==> config.mk <==
export PLATFORM = sky130hd
export DESIGN_NAME = brs_reset_seq
export DESIGN_NICKNAME = d
export VERILOG_FILES = /design/src/pkg/brs_pkg.sv /design/src/pkg/brs_sync_if.sv /design/src/core/brs_pin_sync.sv /design/src/core/brs_reset_seq.sv
export VERILOG_INCLUDE_DIRS = /design/src /design/src/pkg
export SDC_FILE = /design/constraint.sdc
export NUM_CORES = 1
export LEC_CHECK = 0
export BUFFER_PORTS_ARGS = -buffer_cell sky130_fd_sc_hd__buf_2
export CORE_MARGIN = 5
export CORE_UTILIZATION = 51
export CTS_CLUSTER_DIAMETER = 40
export DETAILED_ROUTE_END_ITERATION = 10
export GPL_TIMING_DRIVEN = 1
export PLACE_DENSITY = 0.73
export REMOVE_ABC_BUFFERS = 1
export SYNTH_ARGS = -nofsm -noshare
export SYNTH_HDL_FRONTEND = slang
export SYNTH_SLANG_ARGS = --single-unit
==> constraint.sdc <==
create_clock -name ref_clk_i -period 2.5 [get_ports ref_clk_i]
set_input_delay 0 -clock ref_clk_i [delete_from_list [all_inputs] [get_ports ref_clk_i]]
set_output_delay 0 -clock ref_clk_i [all_outputs]
set_load 0.03 [all_outputs]
==> src/pkg/brs_regs.svh <==
// Constants of the bridge reset sequencer: register offsets, field
// positions, reset values and timing counts.
// Assumes the core clock runs at 125 MHz.
`ifndef BRS_REGS_SVH
`define BRS_REGS_SVH

`define BRS_CLK_PERIOD_NS      8
`define BRS_POR_DELAY_US       10
`define BRS_POR_DELAY_CYC      (((`BRS_POR_DELAY_US * 1000) + \
                                 `BRS_CLK_PERIOD_NS - 1) / `BRS_CLK_PERIOD_NS)
`define BRS_LINK_DEADLINE_MS   80
`define BRS_LINK_DEADLINE_CYC  ((`BRS_LINK_DEADLINE_MS * 1000000) / \
                                `BRS_CLK_PERIOD_NS)
`define BRS_LINK_MARGIN_CYC    4

`define BRS_SEC_BUS_CTL_OFS    8'h3E
`define BRS_SEC_BUS_CTL_RST    16'h0000
`define BRS_SECONDARY_RESET_CTL_BIT           6

`define BRS_PIN_SUPPLY         0
`define BRS_PIN_REFCLK         1
`define BRS_PIN_PERST          2
`define BRS_PIN_EEPROM         3
`define BRS_PIN_STRAP_LSB      4
`define BRS_PIN_STRAP_MSB      7
`define BRS_PIN_RST            8'h04

`endif

==> src/pkg/brs_pkg.sv <==
// Types of the bridge reset sequencer.
// Assumes brs_regs.svh for all numeric constants.
`default_nettype none
package brs_pkg;
  typedef enum logic [2:0] {
    ST_POWER,
    ST_REFCLK,
    ST_DELAY,
    ST_FUND,
    ST_LATCH,
    ST_EEPROM,
    ST_RUN,
    ST_DLDOWN
  } brs_state_type;

  typedef logic [7:0]  brs_pins_type;
  typedef logic [15:0] brs_word_type;
endpackage : brs_pkg
`default_nettype wire

==> src/pkg/brs_sync_if.sv <==
// Carrier between the sequencer and its pin synchroniser.
// Assumes both ends run on the same core clock.
`default_nettype none
interface brs_sync_if;
  brs_pkg::brs_pins_type raw;
  brs_pkg::brs_pins_type sync;
  logic                  release_n;

  modport sync_side (input raw, output sync, output release_n);
  modport core_side (output raw, input sync, input release_n);
endinterface : brs_sync_if
`default_nettype wire

==> src/core/brs_pin_sync.sv <==
// Two-flop synchronisers for the sequencer's pins and the release
// synchroniser for the combined asynchronous reset.
// Assumes arst_n_i asserts asynchronously; its release is retimed here.
`include "brs_regs.svh"
`default_nettype none
module brs_pin_sync (
  input  wire logic ref_clk_i,
  input  wire logic arst_n_i,
  input  wire logic pin_rst_n_i,
  input  wire logic ce_i,
  brs_sync_if.sync_side sif
);
  brs_pkg::brs_pins_type meta;
  logic [1:0]            rel;

  genvar g;
  generate
    for (g = 0; g < 8; g++) begin : g_bit
      // First stage feeds the second stage only
      always_ff @(posedge ref_clk_i or negedge pin_rst_n_i) begin
        if (!pin_rst_n_i) begin
          meta[g]     <= 1'(`BRS_PIN_RST >> g);
          sif.sync[g] <= 1'(`BRS_PIN_RST >> g);
        end else if (ce_i) begin
          meta[g]     <= sif.raw[g];
          sif.sync[g] <= meta[g];
        end
      end
    end
  endgenerate

  // Assert at once, release two edges later to avoid recovery hazards
  always_ff @(posedge ref_clk_i or negedge arst_n_i) begin
    if (!arst_n_i) begin
      rel <= 2'h0;
    end else if (ce_i) begin
      rel <= {rel[0], 1'b1};
    end
  end

  assign sif.release_n = rel[1];
endmodule : brs_pin_sync
`default_nettype wire

==> src/core/brs_reset_seq.sv <==
// Reset sequencer of a PCI Express to PCI bridge: power-on, global,
// fundamental and hot reset handling, strap latch and link start.
// Assumes pins are asynchronous and hot_reset_i comes from link logic.
`include "brs_regs.svh"
`default_nettype none
module brs_reset_seq #(
  parameter int unsigned LINK_DEADLINE_CYC = `BRS_LINK_DEADLINE_CYC
) (
  input  wire logic        ref_clk_i,
  input  wire logic        rst_n_i,
  input  wire logic        ce_i,
  input  wire logic        global_reset_n_i,
  input  wire logic        core_supply_sense_i,
  input  wire logic        refclk_active_i,
  input  wire logic        perst_n_i,
  input  wire logic        eeprom_present_i,
  input  wire logic [3:0]  strap_i,
  input  wire logic        hot_reset_i,
  input  wire logic        eeprom_done_i,
  input  wire logic        cfg_wr_i,
  input  wire logic        cfg_rd_i,
  input  wire logic [7:0]  cfg_addr_i,
  input  wire logic [15:0] cfg_wdata_i,
  output logic      [15:0] cfg_rdata_o,
  output logic             rst_all_o,
  output logic             rst_nonsticky_o,
  output logic             rst_dl_o,
  output logic             secondary_bus_reset_n_o,
  output logic             power_good_o,
  output logic      [3:0]  strap_o,
  output logic             eeprom_start_o,
  output logic             link_train_o
);
  brs_sync_if              sif ();
  brs_pkg::brs_state_type  state;
  brs_pkg::brs_state_type  next_state;
  brs_pkg::brs_word_type   secondary_bus_control;
  logic                    arst_n;
  logic                    por_n;
  logic [10:0]             por_cnt;
  logic [23:0]             link_cnt;
  logic                    supply_ok;
  logic                    refclk_ok;
  logic                    perst_ok;
  logic                    por_src;
  logic                    fund_src;
  logic                    dl_src;
  logic                    any_src;
  logic                    ctl_hit;

  // Global reset joins the chip reset on the asynchronous path
  assign arst_n = rst_n_i & global_reset_n_i;

  assign sif.raw = {strap_i, eeprom_present_i, perst_n_i,
                    refclk_active_i, core_supply_sense_i};
  assign por_n   = sif.release_n;

  brs_pin_sync u_sync (
    .ref_clk_i   (ref_clk_i),
    .arst_n_i    (arst_n),
    .pin_rst_n_i (rst_n_i),
    .ce_i        (ce_i),
    .sif         (sif)
  );

  assign supply_ok = sif.sync[`BRS_PIN_SUPPLY];
  assign refclk_ok = sif.sync[`BRS_PIN_REFCLK];
  assign perst_ok  = sif.sync[`BRS_PIN_PERST];
  assign ctl_hit   = cfg_addr_i == `BRS_SEC_BUS_CTL_OFS;

  assign por_src  = (state == brs_pkg::ST_POWER) ||
                    (state == brs_pkg::ST_REFCLK) ||
                    (state == brs_pkg::ST_DELAY);
  assign fund_src = state == brs_pkg::ST_FUND;
  assign dl_src   = state == brs_pkg::ST_DLDOWN;
  assign any_src  = por_src || fund_src || dl_src ||
                    secondary_bus_control[`BRS_SECONDARY_RESET_CTL_BIT];

  always_comb begin
    next_state = state;
    case (state)
      brs_pkg::ST_POWER: begin
        if (supply_ok) next_state = brs_pkg::ST_REFCLK;
      end
      brs_pkg::ST_REFCLK: begin
        if (refclk_ok) next_state = brs_pkg::ST_DELAY;
      end
      brs_pkg::ST_DELAY: begin
        if (!refclk_ok) begin
          next_state = brs_pkg::ST_REFCLK;
        end else if (por_cnt == 11'(`BRS_POR_DELAY_CYC - 1)) begin
          next_state = brs_pkg::ST_FUND;
        end
      end
      brs_pkg::ST_FUND: begin
        if (perst_ok) next_state = brs_pkg::ST_LATCH;
      end
      brs_pkg::ST_LATCH: begin
        next_state = eeprom_present_i ? brs_pkg::ST_EEPROM
                                      : brs_pkg::ST_RUN;
      end
      brs_pkg::ST_EEPROM: begin
        // A stuck download must not delay training past the deadline
        if (eeprom_done_i ||
            link_cnt >= 24'(LINK_DEADLINE_CYC - `BRS_LINK_MARGIN_CYC)) begin
          next_state = brs_pkg::ST_RUN;
        end
      end
      brs_pkg::ST_RUN: begin
        if (hot_reset_i) next_state = brs_pkg::ST_DLDOWN;
      end
      brs_pkg::ST_DLDOWN: begin
        if (!hot_reset_i) next_state = brs_pkg::ST_RUN;
      end
      default: next_state = brs_pkg::ST_POWER;
    endcase
    // Losing supply restarts power-on; PERST low overrides later states
    if (!supply_ok) begin
      next_state = brs_pkg::ST_POWER;
    end else if (!perst_ok && !por_src) begin
      next_state = brs_pkg::ST_FUND;
    end
  end

  always_ff @(posedge ref_clk_i or negedge por_n) begin
    if (!por_n) begin
      state <= brs_pkg::ST_POWER;
    end else if (ce_i) begin
      state <= next_state;
    end
  end

  always_ff @(posedge ref_clk_i or negedge por_n) begin
    if (!por_n) begin
      por_cnt <= 11'h000;
    end else if (ce_i) begin
      por_cnt <= (state == brs_pkg::ST_DELAY) ? por_cnt + 11'h001
                                               : 11'h000;
    end
  end

  // Deadline counter runs from the release that started this bring-up
  always_ff @(posedge ref_clk_i or negedge por_n) begin
    if (!por_n) begin
      link_cnt <= 24'h000000;
    end else if (ce_i) begin
      if (por_src || fund_src) begin
        link_cnt <= 24'h000000;
      end else if (link_cnt != 24'hFFFFFF) begin
        link_cnt <= link_cnt + 24'h000001;
      end
    end
  end

  // Control register is not sticky: the power-on, fundamental and DL_DOWN sources clear it, ahead of any config write that loads it
  always_ff @(posedge ref_clk_i or negedge por_n) begin
    if (!por_n) begin
      secondary_bus_control <= `BRS_SEC_BUS_CTL_RST;
    end else if (ce_i) begin
      if (por_src || fund_src || dl_src) begin
        secondary_bus_control <= `BRS_SEC_BUS_CTL_RST;
      end else if (cfg_wr_i && ctl_hit) begin
        secondary_bus_control <= cfg_wdata_i;
      end
    end
  end

  always_ff @(posedge ref_clk_i or negedge por_n) begin
    if (!por_n) begin
      cfg_rdata_o <= 16'h0000;
    end else if (ce_i && cfg_rd_i) begin
      cfg_rdata_o <= ctl_hit ? secondary_bus_control : 16'h0000;
    end
  end

  always_ff @(posedge ref_clk_i or negedge por_n) begin
    if (!por_n) begin
      rst_all_o               <= 1'b1;
      rst_nonsticky_o         <= 1'b1;
      rst_dl_o                <= 1'b1;
      secondary_bus_reset_n_o <= 1'b0;
    end else if (ce_i) begin
      rst_all_o               <= por_src;
      rst_nonsticky_o         <= por_src || fund_src;
      rst_dl_o                <= por_src || fund_src || dl_src;
      secondary_bus_reset_n_o <= !any_src;
    end
  end

  // Straps survive PERST and hot reset; only the chip or global reset (por_n) clears them
  always_ff @(posedge ref_clk_i or negedge por_n) begin
    if (!por_n) begin
      strap_o <= 4'h0;
    end else if (ce_i && state == brs_pkg::ST_LATCH) begin
      strap_o <= sif.sync[`BRS_PIN_STRAP_MSB:`BRS_PIN_STRAP_LSB];
    end
  end

  always_ff @(posedge ref_clk_i or negedge por_n) begin
    if (!por_n) begin
      power_good_o   <= 1'b0;
      eeprom_start_o <= 1'b0;
      link_train_o   <= 1'b0;
    end else if (ce_i) begin
      if (state == brs_pkg::ST_LATCH) begin
        power_good_o <= 1'b1;
      end else if (por_src || fund_src) begin
        power_good_o <= 1'b0;
      end
      eeprom_start_o <= (state == brs_pkg::ST_LATCH) &&
                        eeprom_present_i;
      link_train_o   <= state == brs_pkg::ST_RUN;
    end
  end
endmodule : brs_reset_seq
`default_nettype wire

==> results of run 1 <==
[cell families (layout without fill, tap and decap cells)]
| family | after synthesis | after routing | synth area share, % |
|---|---|---|---|
| mux | 26 | 26 | 6.415 |
| simple gates | 141 | 141 | 16.94 |
| buf+inv | 27 | 127 | 2.729 |
| xor+xnor | 10 | 10 | 1.970 |
| fa+ha+maj | 4 | 4 | 1.126 |
| compound gates | 97 | 97 | 16.09 |
| flops | 97 | 97 | 54.73 |
[Yosys cell counts (2+ instances only)]
master / count / area (µm²)
sky130_fd_sc_hd__a2111oi_0: 2 / 17.52
sky130_fd_sc_hd__a211oi_1: 3 / 22.52
sky130_fd_sc_hd__a21o_1: 3 / 22.52
sky130_fd_sc_hd__a21oi_1: 13 / 65.06
sky130_fd_sc_hd__a22o_1: 34 / 297.8
sky130_fd_sc_hd__a31o_2: 2 / 17.52
sky130_fd_sc_hd__a31oi_1: 5 / 31.28
sky130_fd_sc_hd__a41o_1: 3 / 30.03
sky130_fd_sc_hd__and2_1: 3 / 18.77
sky130_fd_sc_hd__and3_1: 4 / 25.02
sky130_fd_sc_hd__and4_1: 2 / 17.52
sky130_fd_sc_hd__and4_4: 2 / 22.52
sky130_fd_sc_hd__buf_1: 3 / 11.26
sky130_fd_sc_hd__clkbuf_1: 12 / 45.04
sky130_fd_sc_hd__dfrtp_1: 92 / 2302
sky130_fd_sc_hd__dfstp_2: 5 / 131.4
sky130_fd_sc_hd__ha_1: 4 / 50.05
sky130_fd_sc_hd__inv_1: 9 / 33.78
sky130_fd_sc_hd__mux2_2: 20 / 225.2
sky130_fd_sc_hd__mux2i_1: 6 / 60.06
sky130_fd_sc_hd__nand2_1: 39 / 146.4
sky130_fd_sc_hd__nand2b_1: 7 / 43.79
sky130_fd_sc_hd__nand3_1: 16 / 80.08
sky130_fd_sc_hd__nand4_1: 10 / 62.56
sky130_fd_sc_hd__nor2_1: 24 / 90.09
sky130_fd_sc_hd__nor3_1: 7 / 35.03
sky130_fd_sc_hd__nor3b_1: 2 / 15.01
sky130_fd_sc_hd__nor4_1: 6 / 37.54
sky130_fd_sc_hd__o21ai_0: 16 / 80.08
sky130_fd_sc_hd__o22ai_1: 2 / 12.51
sky130_fd_sc_hd__o31ai_1: 6 / 45.04
sky130_fd_sc_hd__or3_1: 6 / 37.54
sky130_fd_sc_hd__or4_1: 3 / 22.52
sky130_fd_sc_hd__xnor2_1: 6 / 52.55
sky130_fd_sc_hd__xor2_1: 4 / 35.03
[flip-flops by register name (all words and copies together), names as in the netlist]
register                 count
state                        3
rst_all_o                    1
secondary_bus_reset_n_o      1
strap_o                      4
secondary_bus_control       16
link_train_o                 1
u_sync.meta                  7
u_sync.rel                   2
u_sync.sif.sync              7
rst_dl_o                     1
eeprom_start_o               1
rst_nonsticky_o              1
link_cnt                    24
cfg_rdata_o                 16
por_cnt                     11
power_good_o                 1
[power by group through the flow]
stage | registers, µW | clock network, µW | logic (µW)
6_report | 1780 | 1090 | 572
5_1_grt | 1800 | 1160 | 631
4_1_cts | 1780 | 1100 | 576
3_5_place_dp | 1810 | 0 | 540
3_3_place_gp | 1810 | 0 | 528
2_1_floorplan | 1880 | 0 | 260
[routing by layer]
metal	global-route usage (%)	up-vias
met2	31.23	119
met4	7.271	0
met1	27.12	1739
li1	-	1689
met3	4.427	18
met5	0	-
[stage by stage]
step	hold WS [ps]	TNS, ps	std cells
2_1_floorplan	-295.6	-19.75	384
3_3_place_gp	-106.6	0	567
3_5_place_dp	-108.3	0	567
4_1_cts	59.00	0	610
5_1_grt	78.70	0	610
6_report	42.60	0	610
[final timing paths]
check                                          start                           to  cells after the start  slack, ps
max                          link_cnt[0]$_DFFE_PN0P_      link_cnt[9]$_DFFE_PN0P_                      6        340
min in group ref_clk_i                          ce_i         state[2]$_DFFE_PN0P_                      3        140
min reg2reg                u_sync.rel[1]$_DFFE_PN0P_  cfg_rdata_o[13]$_DFFE_PN0P_                      0        270
max reg2reg                  link_cnt[0]$_DFFE_PN0P_      link_cnt[9]$_DFFE_PN0P_                      6        340
max in group asynchronous  u_sync.rel[1]$_DFFE_PN0P_      link_cnt[1]$_DFFE_PN0P_                      1       1280
min                                          rst_n_i   u_sync.meta[4]$_DFFE_PN0P_                      2         40
[what timing repair did]
action	in CTS	in global routing
hold buffers	27	0
endpoints found under the setup margin	0	0
endpoints found under the hold margin	40	0
[layout by cell type (no fill, tap or decap), types with 3 or more instances in the layout]
cell type	count
sky130_fd_sc_hd__a21o_1	3
sky130_fd_sc_hd__xnor2_1	6
sky130_fd_sc_hd__nand4_1	10
sky130_fd_sc_hd__xor2_1	4
sky130_fd_sc_hd__dfstp_2	5
sky130_fd_sc_hd__mux2_2	20
sky130_fd_sc_hd__nand3_1	16
sky130_fd_sc_hd__a31oi_1	5
sky130_fd_sc_hd__nand2_1	39
sky130_fd_sc_hd__nor3_1	7
sky130_fd_sc_hd__nand2b_1	7
sky130_fd_sc_hd__ha_1	4
sky130_fd_sc_hd__mux2i_1	6
sky130_fd_sc_hd__o21ai_0	16
sky130_fd_sc_hd__a22o_1	34
sky130_fd_sc_hd__clkbuf_8	10
sky130_fd_sc_hd__and3_1	4
sky130_fd_sc_hd__nor2_1	24
sky130_fd_sc_hd__buf_2	66
sky130_fd_sc_hd__o31ai_1	6
sky130_fd_sc_hd__and2_1	3
sky130_fd_sc_hd__a41o_1	3
sky130_fd_sc_hd__inv_1	9
sky130_fd_sc_hd__a21oi_1	13
sky130_fd_sc_hd__buf_4	9
sky130_fd_sc_hd__dlygate4sd3_1	27
sky130_fd_sc_hd__or3_1	6
sky130_fd_sc_hd__or4_1	3
sky130_fd_sc_hd__a211oi_1	3
sky130_fd_sc_hd__dfrtp_1	91
sky130_fd_sc_hd__nor4_1	6
[cell type report]
type                    count  area, µm²  share of cell area [%]
inverters                   9      33.78                  0.6282
flip-flops and latches     97       2437                   45.32
well taps                 108      135.1                   2.513
repair buffers            102      668.1                   12.42
clock inverters             6      73.82                   1.373
multi-input cells         278       1892                   35.18
clock buffers              10      137.6                   2.559
==> run summary, run 1 <==
==================================================================================================
Post-detailed-route DRC marker count ................................................            0
Data arrival time of the critical path ..............................................      2420 ps
Total power divided by cell area .................................................... 639.8 nW/µm²
Static leakage ......................................................................  0.002501 µW
Maximum root-to-sink buffer count ...................................................            2
I/O pin total .......................................................................           67
Initial cell density of the core ....................................................       51.75%
Sequential share of power ...........................................................        51.8%
Cell Area, Placed ...................................................................     4896 µm²
Met2 Routed Length ..................................................................      4612 µm
Number of port buffers ..............................................................           66
Layout fillers ......................................................................          670
Overall routing resource usage ......................................................       19.86%
Crit path required time .............................................................      2760 ps
Final core utilization ..............................................................       62.58%
Normalized max-slew margin ..........................................................       40.19%
Number of buffers added for setup after CTS .........................................            0
Diodes inserted .....................................................................            0
Result of the run ...................................................................    completed
Synthesized area per cell ...........................................................    11.06 µm²
Final weighted congestion in routability-driven placement ...........................       0.8718
Average wire length per cell after detail routing ...................................     16.18 µm
Yosys warning total .................................................................            0
Switching Fraction ..................................................................       29.67%
Clock tree from TritonCTS ...........................................................        built
Core area ...........................................................................     8593 µm²
Worst-case setup margin in the final layout .........................................     338.0 ps
RSZ-0062 raised after global routing ................................................           no
M1 WL ...............................................................................      4477 µm
Highest Signal Layer ................................................................         met4
Cell area after technology mapping ..................................................     4447 µm²
Delay-heaviest family, CP ........................................................... compound AO/OA/AOI/OAI gates
Antenna Violating Nets Remaining ....................................................            0
H-tree levels .......................................................................            3
Part of the power in the clock network ..............................................        31.6%
Final Hold Viols ....................................................................            0
Sum of buffers and inverters on the critical path ...................................            0
Final slew viol count ...............................................................            0
Cell-internal power .................................................................      2420 µW
Max-capacitance violation count .....................................................            0
Maximum number of pins on one net before global-route repair ........................           48
Vias after detailed routing .........................................................        3,565
Count of mapped cells out of synthesis ..............................................          402
Number of enable flip-flop cells after synthesis ....................................            0
Worst clock skew on the final layout ................................................     12.37 ps
Post-detail-place hpwl ..............................................................      6783 µm
Crit start category .................................................................         flop
Rows ................................................................................           34
Clock transition time at the flip-flop clock pins of the worst setup and hold paths .       100 ps
First-pass GRT wire length ..........................................................    16,870 µm
Critical path capture point type ....................................................         flop
Top FF cell, synth .................................................................. sky130_fd_sc_hd__dfrtp_1
Portion of the clock cycle consumed by the worst path in the final layout ...........       86.48%
Critical path's largest stage delay .................................................       730 ps
CP cell instances ................................................................... ha_1 > nand2_1 > nor3b_1 > a31oi_1 > a31oi_1 > a41o_2
Cell mode on critical path .......................................................... sky130_fd_sc_hd__a31oi_1
Clock insertion delay at the later pin of the skew report ...........................       370 ps
Design Power ........................................................................      3440 µW
Number of distinct library cell variants in the gate-level netlist after synthesis ..           56
Share of flip-flops with an asynchronous set or reset ...............................       100.0%
F_max ...............................................................................   0.4625 GHz
Total wire length after detailed routing ............................................      9870 µm
Clock Sinks .........................................................................           97
Detailed Routing Iterations Pass 1 ..................................................            4
Sequential element share of the synthesized area ....................................       54.73%
GRT Residual Overflow ...............................................................            0
Worst Path Max Fanout ...............................................................            9
Net count of the finished layout ....................................................          541
Peak supply drop ....................................................................    0.3012 mV
Transition at the pin with the smallest max-transition slack ........................     893.0 ps
Chip width ..........................................................................     103.4 µm
Number of instances resized during post-cts repair ..................................            0
Setup violations, final .............................................................            0
Place WS ............................................................................     429.7 ps
DIE AREA ............................................................................   10,690 µm²
Detailed route wirelength on metal3 .................................................       595 µm
Highest-delay cell along the critical path .......................................... sky130_fd_sc_hd__a31oi_1
P_sw ................................................................................      1021 µW
Min Clock Period, post-route ........................................................      2162 ps
Proportion of layout cells with a drive suffix above 1 ..............................       25.70%
DIE HEIGHT ..........................................................................     103.4 µm
Number of antenna violations at the first check in global routing ...................            0
#FFs+latches synth ..................................................................           97
Via density per instance ............................................................        5.844
Vias in the first global route ......................................................        3,579
Number of DRC violations after detailed-routing iteration 0 .........................          201
Hold/Removal Path Class ............................................................. input pin to asynchronous set/reset pin
Final Cell Area .....................................................................     5378 µm²
Number of buffers inserted during clock tree synthesis ..............................            9
Area delta synth->final .............................................................       20.93%
Worst Path Class, Setup ............................................................. flop to flop
Logic pwr share .....................................................................        16.6%
Library cell used as clock root buffer .............................................. sky130_fd_sc_hd__clkbuf_8
==================================================================================================
Power figures use the tool's default switching activity.
==> run 2, diff against run 1 <==
--- a/config.mk
+++ b/config.mk
@@ -7,12 +7,14 @@
 export NUM_CORES = 1
 export LEC_CHECK = 0
 export BUFFER_PORTS_ARGS = -buffer_cell sky130_fd_sc_hd__buf_2
+export CAP_MARGIN = 20
 export CORE_MARGIN = 5
-export CORE_UTILIZATION = 51
+export CORE_UTILIZATION = 53
+export CTS_BUF_LIST = sky130_fd_sc_hd__clkbuf_4 sky130_fd_sc_hd__clkbuf_8
 export CTS_CLUSTER_DIAMETER = 40
 export DETAILED_ROUTE_END_ITERATION = 10
 export GPL_TIMING_DRIVEN = 1
-export PLACE_DENSITY = 0.73
+export PLACE_DENSITY_LB_ADDON = 0.05
 export REMOVE_ABC_BUFFERS = 1
 export SYNTH_ARGS = -nofsm -noshare
 export SYNTH_HDL_FRONTEND = slang
==> run 2 against run 1 <==
Against the previous run: via count down 0.36%; cell area about the same; sequential share of layout area about the same; clock power up 5%; non-clock buffer count down 1; highest routed layer unchanged; count of clock-buffer cells in the layout unchanged; power up 1.3%; critical path depth down 1; global-route usage up 0.96 points; worst hold slack better by 40 ps; flip-flop and latch count unchanged; first-iteration DRC count down 16%; largest cell class unchanged.
==> run summary, run 2 (synthesized netlist as in run 1, its figures left out) <==
==================================================================================================
Result of the run ...................................................................    completed
Normalized max-slew margin ..........................................................       47.67%
Top flop regs ....................................................................... link_cnt x24, cfg_rdata_o x16, secondary_bus_control x16
Detailed Routing Iterations Pass 1 ..................................................            5
Final Cell Area .....................................................................     5376 µm²
Static leakage ......................................................................  0.002505 µW
Transition at the pin with the smallest max-transition slack ........................     781.4 ps
Number of buffers inserted by hold repair at cts ....................................           27
First-pass GRT wire length ..........................................................    17,190 µm
Initial cell density of the core ....................................................       54.39%
Final Hold Slack ....................................................................     82.69 ps
Overall routing resource usage ......................................................       20.83%
Rows ................................................................................           33
Clock Sinks .........................................................................           97
Met3 layer usage reported by global route ...........................................       5.028%
Clock transition time at the flip-flop clock pins of the worst setup and hold paths .       100 ps
Clock insertion delay at the later pin of the skew report ...........................       360 ps
Vias after detailed routing .........................................................        3,552
Library cell used as clock root buffer .............................................. sky130_fd_sc_hd__clkbuf_8
Clock tree from TritonCTS ...........................................................        built
Critical path capture point type ....................................................         flop
Busiest grt layer ...................................................................         met2
Number of DRC violations after detailed-routing iteration 0 .........................          168
Average wire length per cell after detail routing ...................................     16.33 µm
Maximum number of pins on one net before global-route repair ........................           44
Final core utilization ..............................................................       65.76%
Proportion of layout cells with a drive suffix above 1 ..............................       25.55%
H-tree levels .......................................................................            3
Design Power ........................................................................      3486 µW
Most used cells in the layout excluding fill and tap cells .......................... 91 x sky130_fd_sc_hd__dfrtp_1, 66 x sky130_fd_sc_hd__buf_2, 39 x sky130_fd_sc_hd__nand2_1, 34 x sky130_fd_sc_hd__a22o_1, 27 x sky130_fd_sc_hd__dlygate4sd3_1
Layout fillers ......................................................................          628
Worst clock skew on the final layout ................................................     8.846 ps
Net count of the finished layout ....................................................          540
DIE HEIGHT ..........................................................................     101.6 µm
DIE AREA ............................................................................   10,320 µm²
Vias in the first global route ......................................................        3,586
Number of buffers added for setup after CTS .........................................            0
Core area ...........................................................................     8175 µm²
Setup violations, final .............................................................            0
Min Clock Period, post-route ........................................................      2111 ps
Post-detail-place hpwl ..............................................................      6738 µm
I/O pin total .......................................................................           67
Antenna Violating Nets Remaining ....................................................            0
Most common cell after layout, fill and taps aside .................................. sky130_fd_sc_hd__dfrtp_1
Area used by sequential logic in the layout .........................................     2437 µm²
F_max ...............................................................................   0.4738 GHz
Maximum root-to-sink buffer count ...................................................            2
Number of antenna violations at the first check in global routing ...................            0
Total wire length after detailed routing ............................................      9895 µm
Final Hold Viols ....................................................................            0
Max-capacitance violation count .....................................................            0
Global routing usage on met1 ........................................................       29.08%
Area delta synth->final .............................................................       20.91%
Via density per instance ............................................................        5.861
Number of flip-flops under the largest register name ................................           24
Peak supply drop ....................................................................    0.4942 mV
Number of port buffers ..............................................................           66
Largest register by flop count ......................................................     link_cnt
Final slew viol count ...............................................................            0
Cell Area, Placed ...................................................................     4885 µm²
Number of buffers inserted during clock tree synthesis ..............................            9
Number of instances resized during post-cts repair ..................................            0
Worst Path Max Fanout ...............................................................            5
Crit start category .................................................................         flop
Diodes inserted .....................................................................            0
Crit path required time .............................................................      2750 ps
Portion of the clock cycle consumed by the worst path in the final layout ...........       84.43%
GRT Residual Overflow ...............................................................            0
Chip width ..........................................................................     101.6 µm
Data arrival time of the critical path ..............................................      2360 ps
Total power divided by cell area .................................................... 648.4 nW/µm²
Area of the multi-input gates .......................................................     1892 µm²
Met2 Resource Use GR ................................................................       32.29%
Worst Path Class, Setup ............................................................. flop to flop
Hold/Removal Path Class ............................................................. input pin to asynchronous set/reset pin
RSZ-0062 raised after global routing ................................................           no
Post-detailed-route DRC marker count ................................................            0
Final weighted congestion in routability-driven placement ...........................       0.8113
==================================================================================================
==> run 2: cell types whose count changed in the layout (fill, tap and decap cells not counted), sizes merged <==
cell,delta
clkinv,+1
inv,-1
bufinv,+1
buf,-1
clkinvlp,-1
==> run 2: path summary, 6_finish.rpt <==
| kind | slack, ps | end | from | depth (start not counted) |
|---|---|---|---|---|
| worst max-delay path | 390 | state[0]$_DFFE_PN0P_ | por_cnt[3]$_DFFE_PN0P_ | 5 |
| worst min-delay path | 80 | u_sync.meta[0]$_DFFE_PN0P_ | rst_n_i | 2 |
| worst max register to register | 390 | state[0]$_DFFE_PN0P_ | por_cnt[3]$_DFFE_PN0P_ | 5 |
| worst min register to register | 330 | strap_o[0]$_DFFE_PN0P_ | u_sync.rel[1]$_DFFE_PN0P_ | 0 |
| max in group asynchronous | 1270 | link_cnt[4]$_DFFE_PN0P_ | u_sync.rel[1]$_DFFE_PN0P_ | 1 |
| min in group ref_clk_i | 100 | rst_nonsticky_o$_DFFE_PN1P_ | ce_i | 3 |
==> run 2: layer usage <==
layer  up-vias  share of wire (%)
met3         8                5.6
li1       1684                  -
met2        97                 48
met5         -                  0
met1      1763                 45
met4         0                1.0
==> run 2: power by group <==
group | switching [µW] | total [µW] | internal (µW)
Combinational | 333 | 562 | 229
Sequential | 104 | 1790 | 1680
Clock | 556 | 1140 | 581
Total | 993 | 3490 | 2490
==> run 2: critical path: stages, from the launching register on <==
cell                      delay, ps
sky130_fd_sc_hd__dfrtp_1        420
sky130_fd_sc_hd__or4b_2         680
sky130_fd_sc_hd__nor4_1         250
sky130_fd_sc_hd__o311a_1        210
sky130_fd_sc_hd__o21ai_0        130
sky130_fd_sc_hd__mux2_2         300
==> run 2: through the flow <==
step                      setup slack (ps)  TNS, ps  instances
after floorplan                     -19.75   -19.75        384
after global placement               442.2        0        563
after detailed placement             432.7        0        563
after CTS                            404.5        0        606
after global routing                 241.8        0        606
final                                389.2        0        606
==> run 2: cell type report <==
| type | count | share of cell area [%] |
|---|---|---|
| clock inverter | 6 | 1.676 |
| sequential | 97 | 45.33 |
| multi-input combinational | 278 | 35.19 |
| timing repair buffer | 101 | 12.29 |
| clock buffer | 10 | 2.444 |
| tap | 105 | 2.444 |
| inverter | 9 | 0.6283 |
